==> config.mk <==
export PLATFORM = sky130hd
export DESIGN_NAME = meb_sequencer
export DESIGN_NICKNAME = d
export VERILOG_FILES = /design/src/hdl/meb_sequencer.v
export VERILOG_INCLUDE_DIRS = /design/src /design/src/hdl
export SDC_FILE = /design/constraint.sdc
export NUM_CORES = 1
export LEC_CHECK = 0
export BUFFER_PORTS_ARGS = -buffer_cell sky130_fd_sc_hd__buf_2
export CAP_MARGIN = 20
export CORE_UTILIZATION = 50
export CTS_BUF_LIST = sky130_fd_sc_hd__clkbuf_4 sky130_fd_sc_hd__clkbuf_8 sky130_fd_sc_hd__clkbuf_16
export CTS_CLUSTER_DIAMETER = 120
export CTS_CLUSTER_SIZE = 12
export DETAILED_ROUTE_END_ITERATION = 10
export PLACE_DENSITY_LB_ADDON = 0.08
export SKIP_LAST_GASP = 1
export SYNTH_ARGS = -nofsm -noshare
export SYNTH_HDL_FRONTEND = slang
export SYNTH_SLANG_ARGS = --single-unit
export TNS_END_PERCENT = 1
==> constraint.sdc <==
create_clock -name clk_sys -period 7 [get_ports clk_sys]
set_clock_uncertainty 0.15 [all_clocks]
set_input_delay 1.05 -clock clk_sys [delete_from_list [all_inputs] [get_ports clk_sys]]
set_output_delay 1.05 -clock clk_sys [all_outputs]
set_load 0.02 [all_outputs]
==> src/hdl/meb_map.vh <==
// Constants for the motor emergency brake sequencer.
// Assumes a 250 MHz clk_sys and an AHB-Lite master issuing single word transfers.
`ifndef MEB_MAP_VH
`define MEB_MAP_VH

// ****************************************************************
// Register byte addresses
// ****************************************************************
`define MEB_ADDR_MODE     8'h00
`define MEB_ADDR_MOTOR    8'h04
`define MEB_ADDR_DEMAG    8'h08
`define MEB_ADDR_DURATION 8'h0c
`define MEB_ADDR_SPEEDS   8'h10
`define MEB_ADDR_CURRENT  8'h14
`define MEB_ADDR_FAULTSEL 8'h18
`define MEB_ADDR_STATUS   8'h1c
`define MEB_ADDR_FAULTS   8'h20
`define MEB_ADDR_CTRL     8'h24

// ****************************************************************
// Mode selector values
// ****************************************************************
`define MEB_MODE_OFF      3'h0
`define MEB_MODE_EXT_FB   3'h1
`define MEB_MODE_EXT_NOFB 3'h2
`define MEB_MODE_GUARD    3'h3
`define MEB_MODE_INTERNAL 3'h4

// Motor type hundreds digit classes
`define MEB_MOTOR_IND     2'h1
`define MEB_MOTOR_ROT_PM  2'h2
`define MEB_MOTOR_LIN_PM  2'h0

// Fault response encodings
`define MEB_RESP_COAST    2'h0
`define MEB_RESP_BRAKE    2'h1
`define MEB_RESP_RAMP     2'h2

// Unsupported function fault value
`define MEB_UNSUP_VALUE   16'h0065

// Status word bits
`define MEB_ST_INITIATED  0
`define MEB_ST_CONTACTOR  1
`define MEB_ST_SHORT      2
`define MEB_ST_GUARD      3
`define MEB_ST_DEMAG      4
`define MEB_ST_RAMP       5
`define MEB_ST_DC         8

// Fault bits
`define MEB_F_PARAM       0
`define MEB_F_UNSUP       1
`define MEB_F_RESUME      2

// Control register bits
`define MEB_C_ENCODER     0
`define MEB_C_SERVO       1
`define MEB_C_FLYING      2

// Reset values
`define MEB_RST_DEMAG     32'h0000_0000
`define MEB_RST_ZERO      32'h0000_0000

`endif

==> src/hdl/meb_sequencer.v <==
// Emergency brake sequencer: mode select, pulse gating, demag and DC timers.
// Assumes drive control supplies speed, fault events and resume status synchronous to clk_sys.
`include "meb_map.vh"
`default_nettype none

module meb_sequencer (
  input  wire        clk_sys,
  input  wire        reset_n,
  input  wire [31:0] haddr,
  input  wire [1:0]  htrans,
  input  wire        hwrite,
  input  wire [2:0]  hsize,
  input  wire        hsel,
  input  wire        hready,
  input  wire [31:0] hwdata,
  output reg  [31:0] hrdata,
  output wire        hreadyout,
  output wire        hresp,
  input  wire        brake_trigger_in,
  input  wire        fault_event,
  input  wire [15:0] fault_event_number,
  input  wire        coast_fault_active,
  input  wire        encoder_fault,
  input  wire [15:0] motor_speed,
  input  wire        motor_resume_ok,
  output reg         pulse_enable,
  output reg         contactor_close,
  output reg         half_bridge_short,
  output reg         guard_enable,
  output reg         dc_current_enable,
  output reg  [15:0] dc_current_level,
  output reg         ramp_down_active,
  output reg  [15:0] ramp_target_speed,
  output reg         control_resume,
  output reg         flying_restart_req,
  output reg         brake_initiated_flag,
  output reg  [15:0] brake_status_word,
  output reg         coast_stop_response,
  output reg         brake_param_fault,
  output reg  [15:0] unsup_fault_value
);

  // ****************************************************************
  // States
  // ****************************************************************
  localparam [6:0] S_IDLE   = 7'b000_0001;
  localparam [6:0] S_RAMP   = 7'b000_0010;
  localparam [6:0] S_CANCEL = 7'b000_0100;
  localparam [6:0] S_DEMAG  = 7'b000_1000;
  localparam [6:0] S_BRAKE  = 7'b001_0000;
  localparam [6:0] S_REDEM  = 7'b010_0000;
  localparam [6:0] S_RESUME = 7'b100_0000;

  // ****************************************************************
  // Registers
  // ****************************************************************
  reg [2:0]  brake_mode_select;
  reg [9:0]  motor_type_setting;
  reg [31:0] demag_time;
  reg [31:0] dc_brake_duration;
  reg [15:0] dc_brake_start_speed;
  reg [15:0] standstill_threshold;
  reg [15:0] dc_brake_current;
  reg [15:0] fault_number_select;
  reg [1:0]  fault_response_select;
  reg [1:0]  encoder_fault_response;
  reg [2:0]  ctrl;
  reg        internal_short_supported;
  reg [2:0]  faults;
  reg [6:0]  state;
  reg        from_fault;
  reg        is_dc;
  reg [31:0] timer;
  reg [9:0]  last_motor_type;
  reg        ap_valid;
  reg        ap_write;
  reg [7:0]  ap_addr;

  wire [1:0] motor_class = motor_type_setting[9:8];
  wire       motor_sync = (motor_class == `MEB_MOTOR_ROT_PM) ||
                          (motor_class == `MEB_MOTOR_LIN_PM);
  wire       mode_ext = (brake_mode_select == `MEB_MODE_EXT_FB) ||
                        (brake_mode_select == `MEB_MODE_EXT_NOFB);

  // Decoded fault request; coast stop always outranks it
  wire fault_hit = fault_event && (fault_event_number == fault_number_select) &&
                   (fault_response_select == `MEB_RESP_BRAKE);
  wire enc_hit   = encoder_fault && (encoder_fault_response == `MEB_RESP_BRAKE);
  wire fault_req = (fault_hit || enc_hit) && !coast_fault_active;
  wire start_req = brake_trigger_in || fault_req;

  // Prerequisites for current mode
  wire param_bad = mode_ext && !motor_sync;
  wire int_bad   = (brake_mode_select == `MEB_MODE_INTERNAL) && motor_sync &&
                   !internal_short_supported;

  // Zero timer setting gives an immediate transition
  function done_at;
    input [31:0] t;
    input [31:0] lim;
    begin
      done_at = (lim == 32'h0000_0000) || (t >= lim - 32'h0000_0001);
    end
  endfunction

  // ****************************************************************
  // AHB-Lite slave, zero wait states
  // ****************************************************************
  assign hreadyout = 1'b1;
  assign hresp     = 1'b0;

  always @(posedge clk_sys or negedge reset_n) begin
    if (!reset_n) begin
      ap_valid <= 1'b0;
      ap_write <= 1'b0;
      ap_addr  <= 8'h00;
    end else if (hready) begin
      ap_valid <= hsel && htrans[1];
      ap_write <= hwrite;
      ap_addr  <= haddr[7:0];
    end
  end

  wire wr = ap_valid && ap_write;

  always @(posedge clk_sys or negedge reset_n) begin
    if (!reset_n) begin
      brake_mode_select        <= `MEB_MODE_OFF;
      motor_type_setting       <= 10'h000;
      demag_time               <= `MEB_RST_DEMAG;
      dc_brake_duration        <= `MEB_RST_ZERO;
      dc_brake_start_speed     <= 16'h0000;
      standstill_threshold     <= 16'h0000;
      dc_brake_current         <= 16'h0000;
      fault_number_select      <= 16'h0000;
      fault_response_select    <= `MEB_RESP_COAST;
      encoder_fault_response   <= `MEB_RESP_COAST;
      ctrl                     <= 3'h0;
      internal_short_supported <= 1'b0;
      last_motor_type          <= 10'h000;
    end else begin
      last_motor_type <= motor_type_setting;
      // Motor type change: an encoder brake response reverts to coast stop
      if (last_motor_type != motor_type_setting &&
          encoder_fault_response == `MEB_RESP_BRAKE) begin
        encoder_fault_response <= `MEB_RESP_COAST;
      end
      if (wr) begin
        case (ap_addr)
          `MEB_ADDR_MODE: begin
            brake_mode_select <= hwdata[2:0];
          end
          `MEB_ADDR_MOTOR: begin
            motor_type_setting       <= hwdata[9:0];
            internal_short_supported <= hwdata[16];
          end
          `MEB_ADDR_DEMAG: begin
            demag_time <= hwdata;
          end
          `MEB_ADDR_DURATION: begin
            dc_brake_duration <= hwdata;
          end
          `MEB_ADDR_SPEEDS: begin
            dc_brake_start_speed <= hwdata[15:0];
            standstill_threshold <= hwdata[31:16];
          end
          `MEB_ADDR_CURRENT: begin
            dc_brake_current <= hwdata[15:0];
          end
          `MEB_ADDR_FAULTSEL: begin
            fault_number_select    <= hwdata[15:0];
            fault_response_select  <= hwdata[17:16];
            encoder_fault_response <= hwdata[19:18];
          end
          `MEB_ADDR_CTRL: begin
            ctrl <= hwdata[2:0];
          end
          default: begin
          end
        endcase
      end
    end
  end

  always @* begin
    case (ap_addr)
      `MEB_ADDR_MODE:     hrdata = {29'h0, brake_mode_select};
      `MEB_ADDR_MOTOR:    hrdata = {15'h0, internal_short_supported, 6'h0, motor_type_setting};
      `MEB_ADDR_DEMAG:    hrdata = demag_time;
      `MEB_ADDR_DURATION: hrdata = dc_brake_duration;
      `MEB_ADDR_SPEEDS:   hrdata = {standstill_threshold, dc_brake_start_speed};
      `MEB_ADDR_CURRENT:  hrdata = {16'h0, dc_brake_current};
      `MEB_ADDR_FAULTSEL: hrdata = {12'h0, encoder_fault_response, fault_response_select,
                                    fault_number_select};
      `MEB_ADDR_STATUS:   hrdata = {16'h0, brake_status_word};
      `MEB_ADDR_FAULTS:   hrdata = {unsup_fault_value, 13'h0, faults};
      `MEB_ADDR_CTRL:     hrdata = {29'h0, ctrl};
      default:            hrdata = 32'h0000_0000;
    endcase
  end

  // ****************************************************************
  // Sequencer
  // ****************************************************************
  wire fault_clear = wr && (ap_addr == `MEB_ADDR_FAULTS);

  always @(posedge clk_sys or negedge reset_n) begin
    if (!reset_n) begin
      state      <= S_IDLE;
      from_fault <= 1'b0;
      is_dc      <= 1'b0;
      timer      <= 32'h0000_0000;
      faults     <= 3'h0;
      unsup_fault_value    <= 16'h0000;
      brake_initiated_flag <= 1'b0;
    end else begin
      // Write-one-to-clear; a new event in the same cycle wins
      if (fault_clear) begin
        faults <= faults & ~hwdata[2:0];
      end
      if (param_bad) begin
        faults[`MEB_F_PARAM] <= 1'b1;
      end
      case (state)
        S_IDLE: begin
          timer <= 32'h0000_0000;
          if (start_req && brake_mode_select != `MEB_MODE_OFF) begin
            if (int_bad) begin
              faults[`MEB_F_UNSUP] <= 1'b1;
              unsup_fault_value    <= `MEB_UNSUP_VALUE;
            end else if (!param_bad) begin
              from_fault <= !brake_trigger_in;
              brake_initiated_flag <= brake_trigger_in;
              is_dc <= (brake_mode_select == `MEB_MODE_INTERNAL) && !motor_sync;
              // Fault-driven DC brake ramps down first
              if (!brake_trigger_in && brake_mode_select == `MEB_MODE_INTERNAL &&
                  !motor_sync) begin
                state <= S_RAMP;
              end else begin
                state <= S_CANCEL;
              end
            end
          end
        end
        S_RAMP: begin
          if (motor_speed <= dc_brake_start_speed) begin
            state <= S_CANCEL;
          end
        end
        S_CANCEL: begin
          // Pulses are off for one cycle before any action
          state <= is_dc ? S_DEMAG : S_BRAKE;
        end
        S_DEMAG: begin
          timer <= timer + 32'h0000_0001;
          if (done_at(timer, demag_time)) begin
            timer <= 32'h0000_0000;
            state <= S_BRAKE;
          end
        end
        S_BRAKE: begin
          timer <= timer + 32'h0000_0001;
          if (is_dc && from_fault) begin
            // Encoder: brake to standstill; else fixed duration
            if (ctrl[`MEB_C_ENCODER] ? (motor_speed < standstill_threshold)
                                     : done_at(timer, dc_brake_duration)) begin
              timer <= 32'h0000_0000;
              state <= S_RESUME;
            end
          end else if (!start_req) begin
            // Trigger DC and all non-DC brakes: held while start_req stays high
            timer <= 32'h0000_0000;
            state <= (is_dc && ctrl[`MEB_C_SERVO] && ctrl[`MEB_C_ENCODER]) ?
                     S_REDEM : S_RESUME;
          end
        end
        S_REDEM: begin
          timer <= timer + 32'h0000_0001;
          if (done_at(timer, demag_time)) begin
            state <= S_RESUME;
          end
        end
        S_RESUME: begin
          if (!motor_resume_ok) begin
            faults[`MEB_F_RESUME] <= 1'b1;
          end
          brake_initiated_flag <= 1'b0;
          state <= S_IDLE;
        end
        default: begin
          state <= S_IDLE;
        end
      endcase
    end
  end

  // ****************************************************************
  // Outputs, registered
  // ****************************************************************
  wire braking = (state == S_CANCEL) || (state == S_DEMAG) || (state == S_BRAKE) ||
                 (state == S_REDEM);

  always @(posedge clk_sys or negedge reset_n) begin
    if (!reset_n) begin
      pulse_enable        <= 1'b0;
      contactor_close     <= 1'b0;
      half_bridge_short   <= 1'b0;
      guard_enable        <= 1'b0;
      dc_current_enable   <= 1'b0;
      dc_current_level    <= 16'h0000;
      ramp_down_active    <= 1'b0;
      ramp_target_speed   <= 16'h0000;
      control_resume      <= 1'b0;
      flying_restart_req  <= 1'b0;
      brake_status_word   <= 16'h0000;
      coast_stop_response <= 1'b0;
      brake_param_fault   <= 1'b0;
    end else begin
      pulse_enable <= !braking;
      // Contactor closes with pulses cancelled, only in external modes
      contactor_close <= mode_ext && motor_sync && !pulse_enable;
      // Guard armed whenever pulses are cancelled in guard mode
      guard_enable <= (brake_mode_select == `MEB_MODE_GUARD) && !pulse_enable;
      // Only the internal short mode may close a half-bridge; guard and contactor modes
      // also pass through the brake state
      half_bridge_short <= (state == S_BRAKE) && !is_dc &&
                           (brake_mode_select == `MEB_MODE_INTERNAL);
      dc_current_enable <= (state == S_BRAKE) && is_dc;
      dc_current_level  <= dc_brake_current;
      ramp_down_active  <= (state == S_RAMP);
      ramp_target_speed <= dc_brake_start_speed;
      // Rotor-oriented or selected control resumes
      control_resume <= (state == S_RESUME) && motor_resume_ok;
      flying_restart_req <= (state == S_RESUME) && is_dc && ctrl[`MEB_C_FLYING] &&
                            !ctrl[`MEB_C_SERVO];
      brake_status_word <= 16'h0000;
      brake_status_word[`MEB_ST_INITIATED] <= brake_initiated_flag;
      brake_status_word[`MEB_ST_CONTACTOR] <= contactor_close;
      brake_status_word[`MEB_ST_SHORT]     <= half_bridge_short;
      brake_status_word[`MEB_ST_GUARD]     <= guard_enable;
      brake_status_word[`MEB_ST_DEMAG]     <= (state == S_DEMAG) || (state == S_REDEM);
      brake_status_word[`MEB_ST_RAMP]      <= (state == S_RAMP);
      brake_status_word[`MEB_ST_DC]        <= dc_current_enable;
      coast_stop_response <= faults[`MEB_F_RESUME];
      brake_param_fault   <= faults[`MEB_F_PARAM];
    end
  end

endmodule

`default_nettype wire

==> metrics.md, run 1 <==
| Metric | Value |
|---|---|
| Max Clock Freq | around 0.17 GHz |
| DRC | 0 |
| IO buf count | 168 |
| Cell Pwr Density | 215.8 mW/mm2 |
| Final hold vios | 0 |
| Hold_sp | dc_current_enable |
| Critical Path AT | 6.25 ns |
| Area Overhead vs Synth | 11.90% |
| Worst r2r dst | timer[15] |
| Unrepaired setup endpoints after global routing | false |
| Vias in the first global route | 11180 |
| Worst-path clk slew | 0.06 ns |
| Post-synth EDFFs | 0 |
| Die span in y | 173.8 um |
| Synth area leaders | dfrtp_1 44%, mux2_2 12%, ha_1 8.4% |
| Reg-to-Reg Start | dc_brake_duration[5] |
| Routed wire length per instance | approximately 22 um |
| Via count | around 11000 |
| Sink Count | approximately 260 |
| Min-delay worst type | register to register |
| Initial Util | around 50% |
| Status | finished, final reports clean |
| FF-to-FF path depth | 16 |
| Drt initial violations | 1088 |
| Final Setup Violations | 0 |
| Max-slew headroom | 26.31% |
| Final WL | 42130 um |
| Max VDD drop | approximately 200 uV |
| Ys async rst share | 100.0% |
| Worst setup SP type | register |
| Max FO, Critical Path | 57 |
| Largest net degree at the start of global routing | 159 |
| CTS buffer count | 25 |
| Sequential area share after synthesis | 44.61% |
| End point of the critical path | timer[15] |
| CTS tree | built |
| Avg Inst Size Synth | between 10 and 15 um2 |
| Placed cell count | ~1900 |
| Max-slew violations | 0 |
| Commonest non-fill, non-tap cell in the layout | dfrtp_1 |
| Clk Tree Root Cell | clkbuf_16 |
| Placement-stage cell area | 0.01584 mm2 |
| Final cell count without fillers | 1917 |
| Leak Pwr | 7.457 nW |
| Top cell type by total area after synthesis | dfrtp_1 |
| Critical Path Sink Type | register |
| Mapped cell area | roughly 0.015 mm2 |
| Gate Count Post-Synth | 1379 |
| Yosys top cell area share | 44.43% |
| Io pins | 220 |
| Cell variety after synth | between 60 and 70 |
| Seq cells post-synth | 263 |
| GRT Util Overall | 27.97% |
| Initial antenna violation count | 0 |
| Antenna Nets Post-Route | 0 |
| Antenna diodes | 0 |
| CTS Buffer Depth | 3 |
| Cell area after layout | 0.01651 mm2 |
| Prevailing post-synth register cell | dfrtp_1 |
| H-tree depth | 1 |
| Setup_tns | 0 ns |
| Vias/cell | around 6.0 |
| Share of layout cells above drive strength 1 | 24.72% |
| Fin nets | 1743 |
| First-pass GRT wire length | 64890 um |
| Fin crit share | between 80% and 90% |
| Core area | just under 0.03 mm2 |
| Critical path class | register to register |
| First-pass DRT Iterations | 6 |
| Post_cts resized | 0 |
| Syn. warnings | 0 |
| HPWL after detailed placement | between 30000 and 40000 um |
| Commonest non-fill, non-tap cells in the layout | 262 x dfrtp_1, 167 x buf_2, 155 x mux2_2 |
| Req. time, crit path | 7.24 ns |
| Row count | 62 |
| Post-CTS Setup Repair Bufs | 0 |
| Tmin final | 6.009 ns |
| Worst-skew pair later-pin latency | 0.55 ns |
| Full die area | 0.03020 mm2 |
| Place WS | about 1.1 ns |
| Worst setup path start | dc_brake_duration[5] |
| Hold buffers post-CTS | 0 |
| Final Wtd Congestion | 0.8849 |
| Maxcap violations | 0 |
| Final WS setup | roughly 0.99 ns |
| Worst-margin pin slew | 1.104 ns |
| R2R Setup Slk | between 0.9 and 1 ns |
| Remaining Overflow, GRT | 0 |
| Die width | 173.8 um |
## logic make-up (layout without fill, tap and decap cells)
family | Yosys count | after routing | synth area share, %
simple gates | 406 | 406 | 14.30
flops | 263 | 263 | 44.61
compound gates | 227 | 227 | 10.75
mux | 161 | 161 | 12.24
buf+inv | 132 | 265 | 4.375
fa+ha+maj | 99 | 99 | 8.394
xor+xnor | 89 | 89 | 5.282
other cells | 2 | 23 | 0.05089
## critical path, cell delays in order (launching register included)
cell	delay, ns
dfrtp_1	0.44
or4_4	0.63
nor4_2	0.38
nand3b_1	0.16
or2_2	0.34
nand2b_1	0.23
or4_1	0.56
xor2_1	0.17
ha_1	0.31
nand2_1	0.09
nor4_1	0.56
o21ai_0	0.18
a31oi_1	0.24
a2111oi_1	0.14
or4_4	0.87
a41oi_1	0.32
a31oi_1	0.06
## flip-flops by register name, indices dropped and copies added, names as in the netlist, 2 cells and up
| signal | count |
|---|---|
| demag_time | 32 |
| encoder_fault_response | 2 |
| dc_current_level | 16 |
| timer | 32 |
| dc_brake_start_speed | 16 |
| state | 7 |
| dc_brake_duration | 32 |
| brake_status_word | 7 |
| last_motor_type | 10 |
| ramp_target_speed | 16 |
| standstill_threshold | 16 |
| brake_mode_select | 3 |
| ctrl | 3 |
| fault_number_select | 16 |
| ap_addr | 8 |
| motor_type_setting | 10 |
| dc_brake_current | 16 |
| faults | 3 |
| fault_response_select | 2 |
## metrics by stage
| stage | power, mW | hold slack, ns | utilization (%) |
|---|---|---|---|
| 6_report | 3.564 | 0.2244 | 57.22 |
| 5_1_grt | 3.726 | 0.2331 | 57.22 |
| 4_1_cts | 3.593 | 0.2268 | 57.17 |
| 3_5_place_dp | 2.387 | 0.2110 | 54.90 |
| 3_3_place_gp | 2.374 | 0.2119 | 54.86 |
| 2_1_floorplan | 2.154 | 0.2187 | - |
## synth_stat cells (8+ instances only)
cell and instances:
a21oi_1 51, a31oi_1 23, ha_1 99, a222oi_1 20, xnor2_1 48, o21ai_0 33, nor4_1 26, nand3_1 54
xor2_1 41, or3_1 14, nand4_1 24, dfrtp_1 262, clkbuf_1 33, and2_1 8, nand2b_1 15, nand2_1 106
buf_4 27, nor3_1 33, nor2_1 63, mux2_2 155, and3_1 12, nand3b_1 11, a22oi_1 42, or4_1 9
inv_1 59, nor2b_1 8
## power breakdown
| part | switching (mW) | internal [mW] | leakage [nW] | total [mW] |
|---|---|---|---|---|
| clock | 0.562 | 0.638 | 0.322 | 1.20 |
| sequential | 0.128 | 1.63 | 3.17 | 1.75 |
| combinational | 0.385 | 0.225 | 3.97 | 0.610 |
## worst min path at each step
| stage | endpoint | slack [ns] | cells after the start |
|---|---|---|---|
| floorplan | dc_current_level[0] | 0.22 | 0 |
| global placement | brake_status_word[8] | 0.21 | 0 |
| detailed placement | brake_status_word[8] | 0.21 | 0 |
| CTS | brake_status_word[1] | 0.23 | 0 |
| global route | brake_status_word[8] | 0.23 | 0 |
| finish | brake_status_word[8] | 0.22 | 0 |
## routing by layer
metal  vias up  wire length, um  GRT usage (%)
met4         0             1184          7.931
met2       367            20190          45.88
met1      5722            18180          38.17
met3        56             2579          4.605
met5         -                0              0
li1       5329                -              -
## layout make-up
cell class / count / area, um2
Clock buffer: 26 / 633.1
Clock inverter: 1 / 20.02
Fill cell: 2582 / 12350
Inverter: 59 / 221.5
Multi-Input combinational cell: 1005 / 7617
Sequential cell: 263 / 6583
Tap cell: 384 / 480.5
Timing Repair Buffer: 179 / 957.2
Note: power is estimated with default switching activity, not from simulation.
==> run 2, diff against run 1 <==
==> constraint.sdc (replaced) <==
create_clock -name clk_sys -period 6.2 [get_ports clk_sys]
set_clock_uncertainty 0.15 [all_clocks]
set_input_delay 0.93 -clock clk_sys [delete_from_list [all_inputs] [get_ports clk_sys]]
set_output_delay 0.93 -clock clk_sys [all_outputs]
set_load 0.02 [all_outputs]
==> run 2 against run 1 <==
Effect of this change: non-clock buffer count up 4; via count fell by 0.20%; first-iteration DRC count shrank 14%; clock power up 13%; flip-flop and latch count did not move; die area unchanged; largest cell class unchanged; highest routed layer unchanged.
==> metrics.md, run 2 (synthesis results as in run 1) <==
| Metric | Value |
|---|---|
| Worst-margin pin slew | 1.065 ns (-0.03949 ns) |
| Die width | 173.8 um (unchanged) |
| Tmin final | 5.917 ns (-0.09279 ns) |
| Final Wtd Congestion | 0.8836 (-0.15%) |
| Die span in y | 173.8 um (unchanged) |
| Post-CTS Setup Repair Bufs | 0 (unchanged) |
| Io pins | 220 (unchanged) |
| Largest net degree at the start of global routing | 116 (-27%) |
| Via count | 11450 (-0.20%) |
| Area Overhead vs Synth | 12.23% |
| Commonest non-fill, non-tap cells in the layout | 262 x dfrtp_1, 167 x buf_2, 155 x mux2_2 |
| Vias in the first global route | 11130 (-0.45%) |
| Commonest non-fill, non-tap cell in the layout | dfrtp_1 |
| Routed wire length per instance | 21.98 um (about the same) |
| First-pass GRT wire length | 64870 um (about the same) |
| IO buf count | 168 (unchanged) |
| Req. time, crit path | 6.49 ns (-0.75 ns) |
| Worst-skew pair later-pin latency | 0.56 ns (about the same) |
| Worst-path clk slew | 0.07 ns (about the same) |
| Critical Path Sink Type | register |
| CP Cell Sequence | nor4_1, nand2b_1, or3_1, nor3_1, nand2_1, or4_1, xor2_1, ha_1, nand4_1, nor3_1, a221o_1, or3_1, nor4_1, or4_4, nand3_1, o31ai_1 |
| Cell Pwr Density | 243.5 mW/mm2 (+13%) |
| Initial Util | 51.14% (unchanged) |
| Final WL | 42260 um (+0.30%) |
| Top Registers | dc_brake_duration: 32 flops, demag_time: 32 flops, timer: 32 flops |
| Share of layout cells above drive strength 1 | 25.03% (+0.31 points) |
| Final Setup Violations | 0 (unchanged) |
| Remaining Overflow, GRT | 0 (unchanged) |
| Placed cell count | 1892 (+0.16%) |
| Critical Path AT | 6.21 ns (-0.04 ns) |
| Max-slew headroom | 28.95% (+2.6 points) |
| GRT Util Overall | 27.90% (-0.063 points) |
| CP peak stage delay | 0.65 ns (-0.22 ns) |
| Initial antenna violation count | 1 (+1) |
| Met2 WL post-DR | 19750 um (-2.2%) |
| Max FO, Critical Path | 29 (-49%) |
| Drt initial violations | 934 (-14%) |
| Highest Signal Layer | met4 |
| Critical path class | register to register |
| CTS tree | built |
| DRC | 0 (unchanged) |
| Fin nets | 1748 (+0.29%) |
| Sink Count | 263 (unchanged) |
| Worst setup SP type | register |
| Final hold vios | 0 (unchanged) |
| Min-delay worst type | register to register |
| First-pass DRT Iterations | 6 (unchanged) |
| CTS buffer count | 25 (unchanged) |
| Vias/cell | 5.955 (-0.51%) |
| Final cell count without fillers | 1923 (+0.31%) |
| H-tree depth | 1 (unchanged) |
| Antenna Nets Post-Route | 0 (unchanged) |
| Leak Pwr | 7.483 nW (+0.35%) |
| Worst path slowest cell | nor4_1 |
| Maxcap violations | 0 (unchanged) |
| HPWL after detailed placement | 30720 um (-0.12%) |
| Max Clock Freq | 0.1690 GHz (+1.6%) |
| Max-slew violations | 0 (unchanged) |
| CTS Buffer Depth | 3 (unchanged) |
| Status | finished, final reports clean |
| Full die area | 0.03020 mm2 (unchanged) |
| Core area | 0.02886 mm2 (unchanged) |
| Setup_tns | 0 ns (unchanged) |
| Row count | 62 (unchanged) |
| Clk Tree Root Cell | clkbuf_16 |
| Max VDD drop | 217.7 uV (+10%) |
| Fin crit share | 95.43% (+9.6 points) |
| M1 WL | 18910 um (+4.1%) |
| Met3 WL | 2388 um (-7.4%) |
## run 2: cell types whose count changed in the layout (fill, tap and decap cells not counted)
cell and change:
nor4_2 +1, or4_4 +1, diode_2 +1, nor4_1 -1, buf_4 +4
## run 2: worst max-delay path, delay by kind of cell (launching register included)
| kind | cells | cell delay, ns |
|---|---|---|
| and+or+nand+nor | 12 | 4.17 |
| AOI/OAI and AO/OA | 2 | 0.50 |
| DFF | 1 | 0.46 |
| adders and majority gates | 1 | 0.29 |
| xor gates and xnor gates | 1 | 0.20 |
## run 2: final cells by class
cell class | count | area [um2]
Antenna cell | 1 | 2.502
Clock buffer | 26 | 633.1
Clock inverter | 1 | 20.02
Fill cell | 2549 | 12300
Inverter | 59 | 221.5
Multi-Input combinational cell | 1006 | 7635
Sequential cell | 263 | 6583
Tap cell | 384 | 480.5
Timing Repair Buffer | 183 | 987.2
## run 2: per-stage QoR
stage | setup WS (ns) | util [%] | hold slack, ns | area [um2] | power (mW)
floorplan | 1.207 | - | 0.2187 | 14840 | 2.432
finish | 0.2834 | 57.39 | 0.2260 | 16560 | 4.034
CTS | 0.2761 | 57.23 | 0.2293 | 16520 | 4.053
global placement | 0.3808 | 54.97 | 0.2159 | 15860 | 2.682
global route | -0.03783 | 57.38 | 0.2433 | 16560 | 4.206
detailed placement | 0.2961 | 54.97 | 0.2029 | 15860 | 2.695
## run 2: final timing paths
kind | startpoint | slack, ns | depth (start not counted) | endpoint
setup / recovery | demag_time[5] | 0.28 | 16 | timer[30]
hold / removal | contactor_close | 0.23 | 0 | brake_status_word[1]
setup reg to reg | demag_time[5] | 0.28 | 16 | timer[30]
hold reg to reg | contactor_close | 0.23 | 0 | brake_status_word[1]
max in group asynchronous | reset_n | 4.43 | 2 | fault_number_select[4]
min in group asynchronous | reset_n | 0.29 | 1 | timer[18]
## run 2: timing repair
action / in CTS / in global routing
endpoints found under the setup margin: 0 / 28
hold buffers: 0 / 0
resized for setup: 0 / 2
## run 2: metal layers
metal / up-vias / global-route usage (%)
met4: 0 / 8.370
met3: 66 / 3.860
met5: - / 0
met2: 365 / 44.97
li1: 5317 / -
met1: 5703 / 39.08
## run 2: power breakdown
part	switching, mW	internal, mW
registers	0.144	1.84
clock network	0.639	0.721
logic	0.440	0.255
